### src/rorm_pkg.sv
// Purpose: shared constants and carriers of the relay output register map
// Assumes: 16-bit holding words and single-bit coils, one request at a time
// Notes: offsets are the protocol addresses seen by the frame handler
package rorm_pkg;

    // holding register addresses
    localparam logic [15:0] OFF_OUTPUT = 16'h9C42;
    localparam logic [15:0] OFF_FAULT = 16'h9C43;
    localparam logic [15:0] OFF_TIMEOUT = 16'h9C44;
    localparam logic [15:0] OFF_FLAGS = 16'h9C45;
    localparam logic [15:0] OFF_LINE = 16'h9C46;
    localparam logic [15:0] OFF_RESET = 16'h9C47;
    localparam logic [15:0] OFF_SWITCH = 16'h9C48;
    // non-volatile copy addresses
    localparam logic [15:0] NV_FAULT = 16'h9C83;
    localparam logic [15:0] NV_TIMEOUT = 16'h9C84;
    localparam logic [15:0] NV_FLAGS = 16'h9C85;
    localparam logic [15:0] NV_LINE = 16'h9C86;
    // coil addresses
    localparam logic [15:0] COIL_FIRST = 16'h0001;
    localparam logic [15:0] COIL_LAST = 16'h0005;

    // field positions
    localparam int CHANNELS = 5;
    localparam int FAULT_EN_BIT = 7;
    localparam int RESET_BIT = 0;

    // reset values and ranges
    localparam logic [4:0] OUTPUT_RST = 5'h00;
    localparam logic [4:0] FAULT_RST = 5'h00;
    localparam logic [15:0] TIMEOUT_RST = 16'h0064;
    localparam logic [15:0] TIMEOUT_MIN = 16'h0005;
    localparam logic [15:0] TIMEOUT_MAX = 16'h00FA;
    localparam logic [7:0] FLAGS_RST = 8'h00;
    localparam logic [7:0] BAUD_RST = 8'h03;
    localparam logic [7:0] BAUD_MAX = 8'h07;
    localparam logic [7:0] NODE_RST = 8'h01;
    localparam logic [7:0] NODE_MIN = 8'h01;

    // timing: the timeout counts in units of a tenth of a second
    localparam int LOSS_UNIT_MS = 100;
    localparam int CLK_MHZ = 200;
    localparam int TENTH_CYCLES = LOSS_UNIT_MS * 1000 * CLK_MHZ;

    // request from the frame handler
    typedef struct packed {
        logic valid;
        logic write;
        logic coil;
        logic [15:0] addr;
        logic [15:0] wdata;
    } rorm_req_t;

    // answer to the frame handler
    typedef struct packed {
        logic ack;
        logic err;
        logic [15:0] rdata;
    } rorm_rsp_t;

endpackage : rorm_pkg

### src/rorm_loss_timer.sv
// Purpose: measures silence on the bus in tenths of a second
// Assumes: activity is a one-cycle pulse per frame addressed to this node
// Notes: fires once per silence, re-armed by the next activity
`timescale 1ns/1ps
module rorm_loss_timer #(
    parameter int unsigned TICK_CYCLES = rorm_pkg::TENTH_CYCLES
) (
    input wire logic ref_clk,
    input wire logic nrst,
    input wire logic activity,
    input wire logic [7:0] limit,
    output logic expired,
    output logic expire_pulse
);

    logic [31:0] div_reg;
    logic [7:0] tenths_reg;
    logic tick;

    assign tick = (div_reg == 32'(TICK_CYCLES - 1));

    // tenth-second divider, restarted by activity
    always_ff @(posedge ref_clk or negedge nrst) begin
        if (!nrst) begin
            div_reg <= '0;
        end else if (activity || tick) begin
            div_reg <= '0;
        end else begin
            div_reg <= div_reg + 32'h0000_0001;
        end
    end

    // silence counter in tenths
    always_ff @(posedge ref_clk or negedge nrst) begin
        if (!nrst) begin
            tenths_reg <= '0;
        end else if (activity) begin
            tenths_reg <= '0;
        end else if (tick && !expired) begin
            tenths_reg <= tenths_reg + 8'h01;
        end
    end

    // expiry level and single pulse
    always_ff @(posedge ref_clk or negedge nrst) begin
        if (!nrst) begin
            expired <= 1'b0;
            expire_pulse <= 1'b0;
        end else if (activity) begin
            expired <= 1'b0;
            expire_pulse <= 1'b0;
        end else begin
            expire_pulse <= !expired && (tenths_reg >= limit);
            expired <= expired || (tenths_reg >= limit);
        end
    end

endmodule : rorm_loss_timer

### src/rorm_register_map.sv
// Purpose: register map of a five-channel relay output node
// Assumes: a frame handler on the same clock hands decoded requests in
// Notes: answer comes one cycle after each request
`timescale 1ns/1ps
module rorm_register_map #(
    parameter int unsigned TICK_CYCLES = rorm_pkg::TENTH_CYCLES
) (
    input wire logic ref_clk,
    input wire logic nrst,
    input wire rorm_pkg::rorm_req_t req,
    output rorm_pkg::rorm_rsp_t rsp,
    input wire logic bus_activity,
    input wire logic [7:0] switch_pins,
    output logic [4:0] relay_drive,
    output logic [4:0] led_drive,
    output logic [7:0] baud_code,
    output logic [7:0] node_addr,
    output logic nv_write,
    output logic [15:0] nv_addr,
    output logic [15:0] nv_data
);

    ////////////////////////////////////////////////////////////////////////////
    // helpers

    // holding word hit
    function automatic logic word_hit(input rorm_pkg::rorm_req_t r, input logic [15:0] off);
        word_hit = r.valid && !r.coil && (r.addr == off);
    endfunction : word_hit

    // coil address in range
    function automatic logic coil_hit(input rorm_pkg::rorm_req_t r);
        coil_hit = r.valid && r.coil && (r.addr >= rorm_pkg::COIL_FIRST) && (r.addr <= rorm_pkg::COIL_LAST);
    endfunction : coil_hit

    logic [7:0] sw_sync;
    logic [4:0] out_reg;
    logic [4:0] fault_reg;
    logic [15:0] timeout_reg;
    logic [7:0] flag_reg;
    logic [15:0] line_reg;
    logic [7:0] baud_reg;
    logic [7:0] node_reg;
    logic apply_reg;
    rorm_pkg::rorm_rsp_t rsp_reg;
    rorm_pkg::rorm_rsp_t rsp_next;
    logic legal;
    logic wr_ok;
    logic [2:0] cidx;
    logic loss_expired;
    logic loss_pulse;
    logic fault_take;

    rorm_sync #(
        .W(8)
    ) u_sync (
        .ref_clk(ref_clk),
        .nrst(nrst),
        .pins(switch_pins),
        .pins_sync(sw_sync)
    );

    rorm_loss_timer #(
        .TICK_CYCLES(TICK_CYCLES)
    ) u_timer (
        .ref_clk(ref_clk),
        .nrst(nrst),
        .activity(bus_activity),
        .limit(timeout_reg[7:0]),
        .expired(loss_expired),
        .expire_pulse(loss_pulse)
    );

    ////////////////////////////////////////////////////////////////////////////
    // decode and range checks

    assign cidx = 3'(req.addr[2:0] - 3'h1);
    assign wr_ok = req.valid && req.write && legal;
    assign fault_take = loss_pulse && flag_reg[rorm_pkg::FAULT_EN_BIT];

    // legality of the presented request
    always_comb begin
        legal = 1'b0;
        if (req.coil) begin
            legal = coil_hit(req);
        end else begin
            case (req.addr)
                rorm_pkg::OFF_OUTPUT, rorm_pkg::OFF_FAULT, rorm_pkg::OFF_FLAGS, rorm_pkg::OFF_RESET: begin
                    legal = 1'b1;
                end
                rorm_pkg::OFF_TIMEOUT: begin
                    legal = !req.write || ((req.wdata >= rorm_pkg::TIMEOUT_MIN)
                        && (req.wdata <= rorm_pkg::TIMEOUT_MAX));
                end
                rorm_pkg::OFF_LINE: begin
                    legal = !req.write || ((req.wdata[15:8] <= rorm_pkg::BAUD_MAX)
                        && (req.wdata[7:0] >= rorm_pkg::NODE_MIN));
                end
                rorm_pkg::OFF_SWITCH: begin
                    legal = !req.write;
                end
                default: begin
                    legal = 1'b0;
                end
            endcase
        end
    end

    ////////////////////////////////////////////////////////////////////////////
    // storage

    // output word, shared by coils and word path
    always_ff @(posedge ref_clk or negedge nrst) begin
        if (!nrst) begin
            out_reg <= rorm_pkg::OUTPUT_RST;
        end else if (wr_ok && word_hit(req, rorm_pkg::OFF_OUTPUT)) begin
            out_reg <= req.wdata[4:0];
        end else if (wr_ok && coil_hit(req)) begin
            out_reg[cidx] <= req.wdata[0];
        end else if (fault_take) begin
            out_reg <= fault_reg;
        end
    end

    // fault values
    always_ff @(posedge ref_clk or negedge nrst) begin
        if (!nrst) begin
            fault_reg <= rorm_pkg::FAULT_RST;
        end else if (wr_ok && word_hit(req, rorm_pkg::OFF_FAULT)) begin
            fault_reg <= req.wdata[4:0];
        end
    end

    // timeout and flag words
    always_ff @(posedge ref_clk or negedge nrst) begin
        if (!nrst) begin
            timeout_reg <= rorm_pkg::TIMEOUT_RST;
            flag_reg <= rorm_pkg::FLAGS_RST;
        end else if (wr_ok && word_hit(req, rorm_pkg::OFF_TIMEOUT)) begin
            timeout_reg <= req.wdata;
        end else if (wr_ok && word_hit(req, rorm_pkg::OFF_FLAGS)) begin
            flag_reg <= req.wdata[7:0];
        end
    end

    // stored line word, not yet in force
    always_ff @(posedge ref_clk or negedge nrst) begin
        if (!nrst) begin
            line_reg <= {rorm_pkg::BAUD_RST, rorm_pkg::NODE_RST};
        end else if (wr_ok && word_hit(req, rorm_pkg::OFF_LINE)) begin
            line_reg <= req.wdata;
        end
    end

    // module reset request, self clearing
    always_ff @(posedge ref_clk or negedge nrst) begin
        if (!nrst) begin
            apply_reg <= 1'b0;
        end else begin
            apply_reg <= wr_ok && word_hit(req, rorm_pkg::OFF_RESET) && req.wdata[rorm_pkg::RESET_BIT];
        end
    end

    // line settings in force
    always_ff @(posedge ref_clk or negedge nrst) begin
        if (!nrst) begin
            baud_reg <= rorm_pkg::BAUD_RST;
            node_reg <= rorm_pkg::NODE_RST;
        end else if (apply_reg) begin
            baud_reg <= line_reg[15:8];
            node_reg <= line_reg[7:0];
        end
    end

    // non-volatile copy requests
    always_ff @(posedge ref_clk or negedge nrst) begin
        if (!nrst) begin
            nv_write <= 1'b0;
            nv_addr <= '0;
            nv_data <= '0;
        end else begin
            nv_write <= wr_ok && !req.coil && ((req.addr == rorm_pkg::OFF_FAULT)
                || (req.addr == rorm_pkg::OFF_TIMEOUT) || (req.addr == rorm_pkg::OFF_FLAGS)
                || (req.addr == rorm_pkg::OFF_LINE));
            nv_addr <= req.addr + (rorm_pkg::NV_FAULT - rorm_pkg::OFF_FAULT);
            nv_data <= req.wdata;
        end
    end

    ////////////////////////////////////////////////////////////////////////////
    // read path and answer

    // read data selection
    always_comb begin
        rsp_next = '0;
        rsp_next.ack = req.valid;
        rsp_next.err = req.valid && !legal;
        if (coil_hit(req)) begin
            rsp_next.rdata = {15'h0000, out_reg[cidx]};
        end else if (!req.coil) begin
            case (req.addr)
                rorm_pkg::OFF_OUTPUT: rsp_next.rdata = {11'h000, out_reg};
                rorm_pkg::OFF_FAULT: rsp_next.rdata = {11'h000, fault_reg};
                rorm_pkg::OFF_TIMEOUT: rsp_next.rdata = timeout_reg;
                rorm_pkg::OFF_FLAGS: rsp_next.rdata = {8'h00, flag_reg};
                rorm_pkg::OFF_LINE: rsp_next.rdata = line_reg;
                rorm_pkg::OFF_SWITCH: rsp_next.rdata = {8'h00, sw_sync};
                default: rsp_next.rdata = 16'h0000;
            endcase
        end
        if (!legal) begin
            rsp_next.rdata = 16'h0000;
        end
    end

    // registered answer
    always_ff @(posedge ref_clk or negedge nrst) begin
        if (!nrst) begin
            rsp_reg <= '0;
        end else begin
            rsp_reg <= rsp_next;
        end
    end

    assign rsp = rsp_reg;
    assign relay_drive = out_reg;
    assign led_drive = out_reg;
    assign baud_code = baud_reg;
    assign node_addr = node_reg;
endmodule : rorm_register_map

### src/rorm_sync.sv
// Purpose: two-flop synchroniser for the configuration switch pins
// Assumes: pins change slowly compared with the clock
// Notes: only the second stage is visible outside
`timescale 1ns/1ps
module rorm_sync #(
    parameter int W = 8
) (
    input wire logic ref_clk,
    input wire logic nrst,
    input wire logic [W-1:0] pins,
    output logic [W-1:0] pins_sync
);

    logic [W-1:0] stage1_reg;

    // two stages, first read only by the second
    always_ff @(posedge ref_clk or negedge nrst) begin
        if (!nrst) begin
            stage1_reg <= '0;
            pins_sync <= '0;
        end else begin
            stage1_reg <= pins;
            pins_sync <= stage1_reg;
        end
    end

endmodule : rorm_sync
### config.mk
export PLATFORM = sky130hd
export DESIGN_NAME = rorm_register_map
export DESIGN_NICKNAME = d
export VERILOG_FILES = /design/src/rorm_pkg.sv /design/src/rorm_loss_timer.sv /design/src/rorm_register_map.sv /design/src/rorm_sync.sv
export SDC_FILE = /design/constraint.sdc
export NUM_CORES = 1
export LEC_CHECK = 0
export BUFFER_PORTS_ARGS = -buffer_cell sky130_fd_sc_hd__buf_2
export CAP_MARGIN = 20
export CORE_AREA = 5 5 158 160
export DETAILED_ROUTE_END_ITERATION = 12
export DIE_AREA = 0 0 163 165
export GPL_ROUTABILITY_DRIVEN = 0
export GPL_TIMING_DRIVEN = 0
export PLACE_DENSITY = 0.58
export SETUP_SLACK_MARGIN = 0.02
export SYNTH_ARGS = -nofsm -noshare
export SYNTH_HDL_FRONTEND = slang
export SYNTH_HIERARCHICAL = 1
export SYNTH_SLANG_ARGS = --single-unit
export TNS_END_PERCENT = 5
### constraint.sdc
create_clock -name ref_clk -period 2.1 [get_ports ref_clk]
set_input_delay 0.21 -clock ref_clk [delete_from_list [all_inputs] [get_ports ref_clk]]
set_output_delay 0.21 -clock ref_clk [all_outputs]
set_load 0.1 [all_outputs]
==> results of run 1 <==
-- cell usage in the layout, fill, tap and decap left out, types with 4 or more instances in the layout --
cell type / instances
sky130_fd_sc_hd__dfstp_2: 9
sky130_fd_sc_hd__dlygate4sd3_1: 29
sky130_fd_sc_hd__dfrtp_2: 4
sky130_fd_sc_hd__mux2_2: 65
sky130_fd_sc_hd__a22o_1: 11
sky130_fd_sc_hd__a211oi_1: 6
sky130_fd_sc_hd__nand3_1: 28
sky130_fd_sc_hd__clkbuf_16: 17
sky130_fd_sc_hd__a222oi_1: 7
sky130_fd_sc_hd__nor3_1: 18
sky130_fd_sc_hd__or3_1: 4
sky130_fd_sc_hd__nor2_1: 62
sky130_fd_sc_hd__buf_4: 25
sky130_fd_sc_hd__nand4_1: 18
sky130_fd_sc_hd__clkbuf_2: 5
sky130_fd_sc_hd__nor3_2: 4
sky130_fd_sc_hd__a22oi_1: 8
sky130_fd_sc_hd__and2_1: 4
sky130_fd_sc_hd__nand2_1: 38
sky130_fd_sc_hd__xor2_1: 23
sky130_fd_sc_hd__dfrtp_1: 163
sky130_fd_sc_hd__buf_6: 8
sky130_fd_sc_hd__a21oi_1: 10
sky130_fd_sc_hd__nor4_4: 5
sky130_fd_sc_hd__nor4_1: 19
sky130_fd_sc_hd__clkbuf_1: 8
sky130_fd_sc_hd__clkinvlp_4: 4
sky130_fd_sc_hd__inv_1: 21
sky130_fd_sc_hd__and3_1: 4
sky130_fd_sc_hd__nor2b_1: 4
sky130_fd_sc_hd__and4_1: 4
sky130_fd_sc_hd__xnor2_1: 16
sky130_fd_sc_hd__ha_1: 13
sky130_fd_sc_hd__o22ai_1: 5
sky130_fd_sc_hd__buf_2: 121
sky130_fd_sc_hd__o21ai_0: 11
-- cell type report --
type | instances | share of cell area [%]
repair buffers | 173 | 10.7
multi-input cells | 470 | 35.1
clock buffers | 21 | 4.28
well taps | 319 | 3.79
clock inverters | 11 | 1.27
inverters | 23 | 0.904
flip-flops and latches | 176 | 42.0
plain buffers | 28 | 2.00
-- critical path, stage by stage --
cell and delay, ps:
sky130_fd_sc_hd__buf_8 110, sky130_fd_sc_hd__inv_6 50, sky130_fd_sc_hd__ha_4 120, sky130_fd_sc_hd__or4bb_4 480, sky130_fd_sc_hd__nor4_4 300, sky130_fd_sc_hd__nor4b_4 280, sky130_fd_sc_hd__buf_4 180, sky130_fd_sc_hd__o311ai_4 110
sky130_fd_sc_hd__buf_4 190, sky130_fd_sc_hd__buf_6 130, sky130_fd_sc_hd__mux2_4 290
-- cell usage after synthesis (3+ instances only) --
master | instances | area [sq um]
sky130_fd_sc_hd__nor3_1 | 23 | 115
sky130_fd_sc_hd__a22oi_1 | 8 | 60.1
sky130_fd_sc_hd__nand3_1 | 28 | 140
sky130_fd_sc_hd__dfrtp_1 | 167 | 4180
sky130_fd_sc_hd__ha_1 | 18 | 225
sky130_fd_sc_hd__dfstp_2 | 9 | 236
sky130_fd_sc_hd__mux2_2 | 66 | 743
sky130_fd_sc_hd__and3_1 | 4 | 25.0
sky130_fd_sc_hd__nand2_1 | 38 | 143
sky130_fd_sc_hd__buf_2 | 6 | 30.0
sky130_fd_sc_hd__a31oi_1 | 3 | 18.8
sky130_fd_sc_hd__and4_1 | 4 | 35.0
sky130_fd_sc_hd__o21ai_0 | 12 | 60.1
sky130_fd_sc_hd__nor2_1 | 65 | 244
sky130_fd_sc_hd__a222oi_1 | 7 | 70.1
sky130_fd_sc_hd__and2_1 | 5 | 31.3
sky130_fd_sc_hd__o22ai_1 | 6 | 37.5
sky130_fd_sc_hd__nor4_1 | 24 | 150
sky130_fd_sc_hd__nand4_1 | 18 | 113
sky130_fd_sc_hd__nor2b_1 | 5 | 31.3
sky130_fd_sc_hd__nor3b_1 | 3 | 22.5
sky130_fd_sc_hd__inv_1 | 23 | 86.3
sky130_fd_sc_hd__or3_1 | 4 | 25.0
sky130_fd_sc_hd__a21oi_1 | 13 | 65.1
sky130_fd_sc_hd__or4_1 | 3 | 22.5
sky130_fd_sc_hd__xnor2_1 | 17 | 149
sky130_fd_sc_hd__xor2_1 | 24 | 210
sky130_fd_sc_hd__nor4b_1 | 4 | 35.0
sky130_fd_sc_hd__buf_4 | 8 | 60.1
sky130_fd_sc_hd__clkbuf_1 | 11 | 41.3
sky130_fd_sc_hd__a22o_1 | 11 | 96.3
sky130_fd_sc_hd__a211oi_1 | 6 | 45.0
-- cells by family after synthesis --
| group | Yosys count | synth area share (%) |
|---|---|---|
| AOI/OAI and AO/OA | 92 | 8.54 |
| xor gates and xnor gates | 41 | 4.45 |
| adders and majority gates | 18 | 2.79 |
| buffers and inverters | 51 | 3.02 |
| DFF | 176 | 54.7 |
| muxes | 67 | 9.33 |
| and+or+nand+nor | 252 | 17.1 |
-- power groups by stage --
stage | combinational [mW] | clock, mW | sequential, mW
after floorplan | 0.135 | 0 | 3.81
after global placement | 0.658 | 0 | 3.53
after detailed placement | 0.670 | 0 | 3.53
after CTS | 0.721 | 3.26 | 3.47
after global routing | 0.791 | 3.39 | 3.47
final | 0.736 | 3.16 | 3.47
-- timing repair --
| action | 4_1_cts | 5_1_grt |
|---|---|---|
| pin swaps | 11 | 14 |
| setup buffers | 7 | 12 |
| gates cloned | 0 | 1 |
| hold buffers | 28 | 1 |
| resized for setup | 29 | 38 |
| setup endpoints to repair | 93 | 85 |
| endpoints found under the hold margin | 87 | 1 |
-- path summary, 6_finish.rpt --
kind / to / depth (start not counted) / startpoint
worst max-delay path: timeout_reg[8] / 11 / req[23]
worst min-delay path: nv_data[6] / 1 / req[6]
worst max register to register: u_timer/tenths_reg[2] / 6 / u_timer/div_reg[0]
worst min register to register: u_sync/pins_sync[1] / 0 / u_sync/stage1_reg[1]
max in group asynchronous: u_sync/stage1_reg[7] / 3 / nrst
min in group asynchronous: u_sync/stage1_reg[3] / 2 / nrst
-- per-stage QoR --
stage          util, %  hold WS (ps)
2_1_floorplan        -         -85.6
3_3_place_gp      39.4           318
3_5_place_dp      39.6           197
4_1_cts           44.1          1.27
5_1_grt           45.2          10.1
6_report          45.2          18.1
-- layer usage --
metal | wire (um) | vias to the layer above | share of wire (%) | GRT usage [%]
li1 | - | 2924 | - | -
met4 | 404 | 2 | 1.9 | 5.22
met1 | 9890 | 3079 | 47 | 22.2
met5 | 10 | - | 0.048 | 0
met3 | 1070 | 30 | 5.1 | 3.14
met2 | 9600 | 162 | 46 | 24.7
==> flow_metrics.py, run 1 <==
metrics = {
    "run_status": {
        "status": "complete, but fails checks",
        "violations": "setup timing",
    },
    "yosys": {
        "synth.avg_cell_area_sq_um": 11.6,
        "ys_async_sr_fraction_pct": 100,
        "yosys_register_bits": 176,
        "synth.cell_area_sq_um": 8070,
        "fraction_of_the_yosys_area_taken_by_sequential_cells_pct": 54.7,
        "synth_ff_type": "sky130_fd_sc_hd__dfrtp_1",
        "syn_nets": 761,
        "netlist_cell_types": 74,
        "synth_edf_count": 0,
        "synthCells": 697,
        "yosysWarnings": 6,
    },
    "timing": {
        "max_clock_freq_mhz": 463,
        "hold_viol": 0,
        "rsz0062_at_grt": "true",
        "timing_worst_slew_pin_value_ps": 716,
        "setup-tns-final_ps": -289,
        "finalMaxSlewViolations": 0,
        "final_period_minus_worst_setup_slack_ps": 2160,
        "setup-violations-final": 13,
        "layout_worst_path_cycle_share_pct": 103,
        "worst_clock_skew_ps": 11.5,
        "slew_headroom_pct": 51.8,
        "final.setup.worst_slack_ps": -59.8,
    },
    "power_and_ir_drop": {
        "swShare_pct": 26.3,
        "net-switching-power_mw": 1.94,
        "p_seq_share_pct": 47.1,
        "combPwrFrac_pct": 10.0,
        "share_clk_of_total_power_pct": 42.9,
        "p_leak_nw": 4.70,
        "post-layout-total-power_mw": 7.37,
        "internal-power_mw": 5.43,
        "worst_ir_drop_vdd_uv": 456,
        "power.density_cell_area_nw_per_um2": 700,
    },
    "cts": {
        "clock_path_buffers": 2,
        "tritoncts_buffer_count": 17,
        "tritoncts_num_sinks": 176,
        "worst_setup_hold_path_clk_slew_ps": 60,
        "root_buffer": "sky130_fd_sc_hd__clkbuf_16",
        "tritoncts_clock_tree": "yes",
        "clk-insertion-delay-late_ps": 420,
        "cts_max_level": 4,
    },
    "die": {
        "row_count": 56,
        "initial_core_util_pct": 34.7,
        "ios": 123,
        "core_footprint_sq_um": 23300,
        "dieArea_sq_um": 26900,
        "die-width_um": 163,
        "height_of_the_die_um": 165,
    },
    "route": {
        "drt-vias-per-instance": 5.08,
        "drt-pass1-iter-count": 6,
        "via_count": 6197,
        "wire_length_per_cell_um": 17.2,
        "drt-total-wl_mm": 21.0,
        "count_of_unresolved_drc_violations_after_routing": 0,
        "count_of_antenna_violating_nets_left_after_detailed_routing": 0,
        "detail_route.iter0.violations": 419,
    },
    "global_route": {
        "via_count_of_the_first_global_routing_pass": 6231,
        "grt_antenna_before_repair": 1,
        "globalRouteOverflowTotal": 0,
        "grt_start_max_net_pins": 115,
        "gr-usage-all-layers_pct": 15.8,
        "grt_pass1_wl_mm": 33.8,
    },
    "layout": {
        "layout.area.seq_sq_um": 4420,
        "filler_cell_count": 2217,
        "n_antenna_cell": 0,
        "largest_reg_flops": 32,
        "multi_input_comb_area_sq_um": 3690,
        "postLayoutCellArea_sq_um": 10500,
        "finalNetCount": 953,
        "area.growth.synth_to_final_pct": 30.4,
        "layoutNonFillerInstCount": 1221,
        "final_layout_size_suffix_gt1_share_pct": 36.4,
    },
    "worst_setup_path": {
        "end_kind": "flop",
        "crit_path_kind": "input port to flop",
        "cp_max_fo": 5,
        "startpoint_type": "input port",
        "crit_required_ps": 2400,
        "worstPathArrival_ps": 2460,
        "worst-r2r-setup-slack_ps": -20,
    },
    "placement": {
        "post-place-ws_ps": -991,
        "place_hpwl_mm": 14.5,
        "placed_area_sq_um": 9220,
        "dp.cells": 1140,
        "portBuffers": 121,
    },
    "worst_hold_path": {
        "worstHoldPathType": "input port to flop",
    },
    "run": {
        "cap_viol_max_count": 0,
    },
}
(Power assumes the default switching activity.)
==> inputs of run 2 (changes only) <==
--- a/config.mk
+++ b/config.mk
@@ -7,12 +7,12 @@
 export LEC_CHECK = 0
 export BUFFER_PORTS_ARGS = -buffer_cell sky130_fd_sc_hd__buf_2
 export CAP_MARGIN = 20
-export CORE_AREA = 5 5 158 160
+export CORE_AREA = 5 5 171 173
 export DETAILED_ROUTE_END_ITERATION = 12
-export DIE_AREA = 0 0 163 165
+export DIE_AREA = 0 0 176 178
 export GPL_ROUTABILITY_DRIVEN = 0
 export GPL_TIMING_DRIVEN = 0
-export PLACE_DENSITY = 0.58
+export PLACE_DENSITY = 0.52
 export SETUP_SLACK_MARGIN = 0.02
 export SYNTH_ARGS = -nofsm -noshare
 export SYNTH_HDL_FRONTEND = slang
==> constraint.sdc (replaced) <==
create_clock -name ref_clk -period 2.1 [get_ports ref_clk]
set_input_delay 0.63 -clock ref_clk [delete_from_list [all_inputs] [get_ports ref_clk]]
set_output_delay 0.63 -clock ref_clk [all_outputs]
set_load 0.1 [all_outputs]
==> run 2 against run 1 <==
Against the previous run: the run still ends with setup timing left; clock power up 2%; count of clock-buffer cells in the layout down 4; total power up 0.54%; hold slack better by 120 ps; largest cell class unchanged.
==> flow_metrics.py, run 2 (synthesized netlist as in run 1, its figures left out) <==
metrics = {
    "run_status": {
        "status": "complete, but fails checks",
        "violations": "setup timing",
    },
    "layout": {
        "postLayoutCellArea_sq_um": 10600,
        "finalNetCount": 928,
        "layout_common_cells": "sky130_fd_sc_hd__dfrtp_1, sky130_fd_sc_hd__buf_2, sky130_fd_sc_hd__mux2_2",
        "area.growth.synth_to_final_pct": 31.3,
        "final_layout_size_suffix_gt1_share_pct": 41.5,
        "n_antenna_cell": 0,
        "largest_reg_flops": 32,
        "most_common_library_cell_in_the_layout_ignoring_fill_and_taps": "sky130_fd_sc_hd__dfrtp_1",
        "fin_util_pct": 38.6,
    },
    "cts": {
        "clock_path_buffers": 2,
        "cts_max_level": 4,
        "tritoncts_clock_tree": "yes",
        "tritoncts_buffer_count": 17,
        "worst_setup_hold_path_clk_slew_ps": 70,
        "clk-insertion-delay-late_ps": 430,
        "tritoncts_num_sinks": 176,
        "root_buffer": "sky130_fd_sc_hd__clkbuf_16",
    },
    "timing": {
        "whs_ps": 139,
        "worst_clock_skew_ps": 15.8,
        "hold_viol": 0,
        "final_period_minus_worst_setup_slack_ps": 2400,
        "timing_worst_slew_pin_value_ps": 769,
        "max_clock_freq_mhz": 417,
        "setup-violations-final": 62,
        "rsz0062_at_grt": "true",
        "slew_headroom_pct": 48.2,
        "layout_worst_path_cycle_share_pct": 114,
        "final.setup.worst_slack_ps": -298,
        "finalMaxSlewViolations": 0,
    },
    "route": {
        "wire_length_per_cell_um": 17.6,
        "drt-vias-per-instance": 5.04,
        "detail_route.iter0.violations": 517,
        "via_count": 6158,
        "drt-total-wl_mm": 21.6,
        "count_of_unresolved_drc_violations_after_routing": 0,
        "count_of_antenna_violating_nets_left_after_detailed_routing": 0,
        "drt-pass1-iter-count": 6,
    },
    "global_route": {
        "global_routing_met1_resource_utilization_pct": 18.4,
        "grt_util_met3_pct": 2.63,
        "met2_track_demand_over_resource_pct": 22.7,
        "grt_pass1_wl_mm": 34.3,
        "gr-usage-all-layers_pct": 13.8,
        "globalRouteOverflowTotal": 0,
        "via_count_of_the_first_global_routing_pass": 6089,
        "grt_antenna_before_repair": 1,
        "grt_start_max_net_pins": 113,
        "global_route.peak_usage_layer": "met2",
    },
    "power_and_ir_drop": {
        "share_clk_of_total_power_pct": 43.4,
        "p_leak_nw": 4.67,
        "net-switching-power_mw": 2.10,
        "internal-power_mw": 5.30,
        "swShare_pct": 28.4,
        "p_seq_share_pct": 46.8,
        "combPwrFrac_pct": 9.8,
        "worst_ir_drop_vdd_uv": 450,
        "power.density_cell_area_nw_per_um2": 699,
    },
    "worst_setup_path": {
        "worstPathArrival_ps": 2700,
        "startpoint_type": "input port",
        "end_kind": "flop",
        "worst_reg_to_reg_path_cell_count": 7,
        "crit_path_kind": "input port to flop",
        "crit-reg2reg-launch": "u_timer/div_reg[22]",
        "critical_path.reg2reg.endpoint": "u_timer/tenths_reg[4]",
        "worst-r2r-setup-slack_ps": -70,
        "cp_max_fo": 8,
        "crit_required_ps": 2400,
        "timing.critical_path.from": "req[16]",
    },
    "die": {
        "height_of_the_die_um": 178,
        "core_footprint_sq_um": 27500,
        "row_count": 61,
        "ios": 123,
        "die-width_um": 176,
        "initial_core_util_pct": 29.4,
        "dieArea_sq_um": 31300,
    },
    "worst_hold_path": {
        "worstHoldPathType": "input port to asynchronous set/reset pin",
    },
    "placement": {
        "place_hpwl_mm": 15.0,
        "post-place-ws_ps": -1500,
        "placed_area_sq_um": 9260,
        "portBuffers": 121,
    },
    "run": {
        "cap_viol_max_count": 0,
    },
}
[run 2: cell count changes in the layout (fill, tap and decap cells not counted), sizes merged]
cell / change
dlygate4sd3: -29
buf: +9
clkbuf: -9
inv: +6
bufinv: -1
clkinvlp: -1
[run 2: routing by layer]
layer	vias to the layer above	wire, um
li1	2881	-
met1	3054	9810
met2	185	10300
met3	36	1040
met4	2	408
met5	-	13
[run 2: through the flow]
step	setup TNS [ps]	power [mW]	std cells
2_1_floorplan	-26890	3.94	697
3_3_place_gp	-537720	4.20	1164
3_5_place_dp	-79350	4.21	1168
4_1_cts	-12390	7.48	1217
5_1_grt	-15550	7.73	1223
6_report	-10850	7.41	1223
[run 2: worst max-delay path: stages]
cell and delay, ps:
sky130_fd_sc_hd__buf_12 100, sky130_fd_sc_hd__clkinvlp_4 160, sky130_fd_sc_hd__ha_4 230, sky130_fd_sc_hd__xnor2_4 160
sky130_fd_sc_hd__o211ai_1 290, sky130_fd_sc_hd__a21oi_2 130, sky130_fd_sc_hd__o311ai_4 450, sky130_fd_sc_hd__buf_6 200
sky130_fd_sc_hd__mux2_2 330
[run 2: worst max path at each step]
stage	endpoint	cells after the start
finish	timeout_reg[1]	9
global route	timeout_reg[1]	9
CTS	timeout_reg[1]	10
detailed placement	rsp[4]	7
global placement	nv_data[13]	1
floorplan	timeout_reg[10]	9
[run 2: timing repair]
item / CTS / global route
pin swaps: 29 / 24
hold buffers: 0 / 0
gates resized for setup: 75 / 51
buffers inserted: 15 / 7
cloned: 2 / 0
endpoints found under the setup margin: 98 / 92
[run 2: cell type report]
type | instances | area [sq um]
Clock buffer | 17 | 425
Multi-Input combinational cell | 470 | 3940
Sequential cell | 176 | 4420
Clock inverter | 15 | 168
Inverter | 23 | 92.6
Timing Repair Buffer | 149 | 900
Fill cell | 2693 | 16900
Buffer | 27 | 221
Tap cell | 346 | 433
[run 2: power groups by stage]
stage                     clock network [mW]  registers (mW)  logic (mW)
final                                   3.22            3.47       0.725
after detailed placement                   0            3.53       0.673
after CTS                               3.30            3.47       0.708
after global placement                     0            3.53       0.665
after floorplan                            0            3.81       0.135
after global routing                    3.49            3.47       0.775
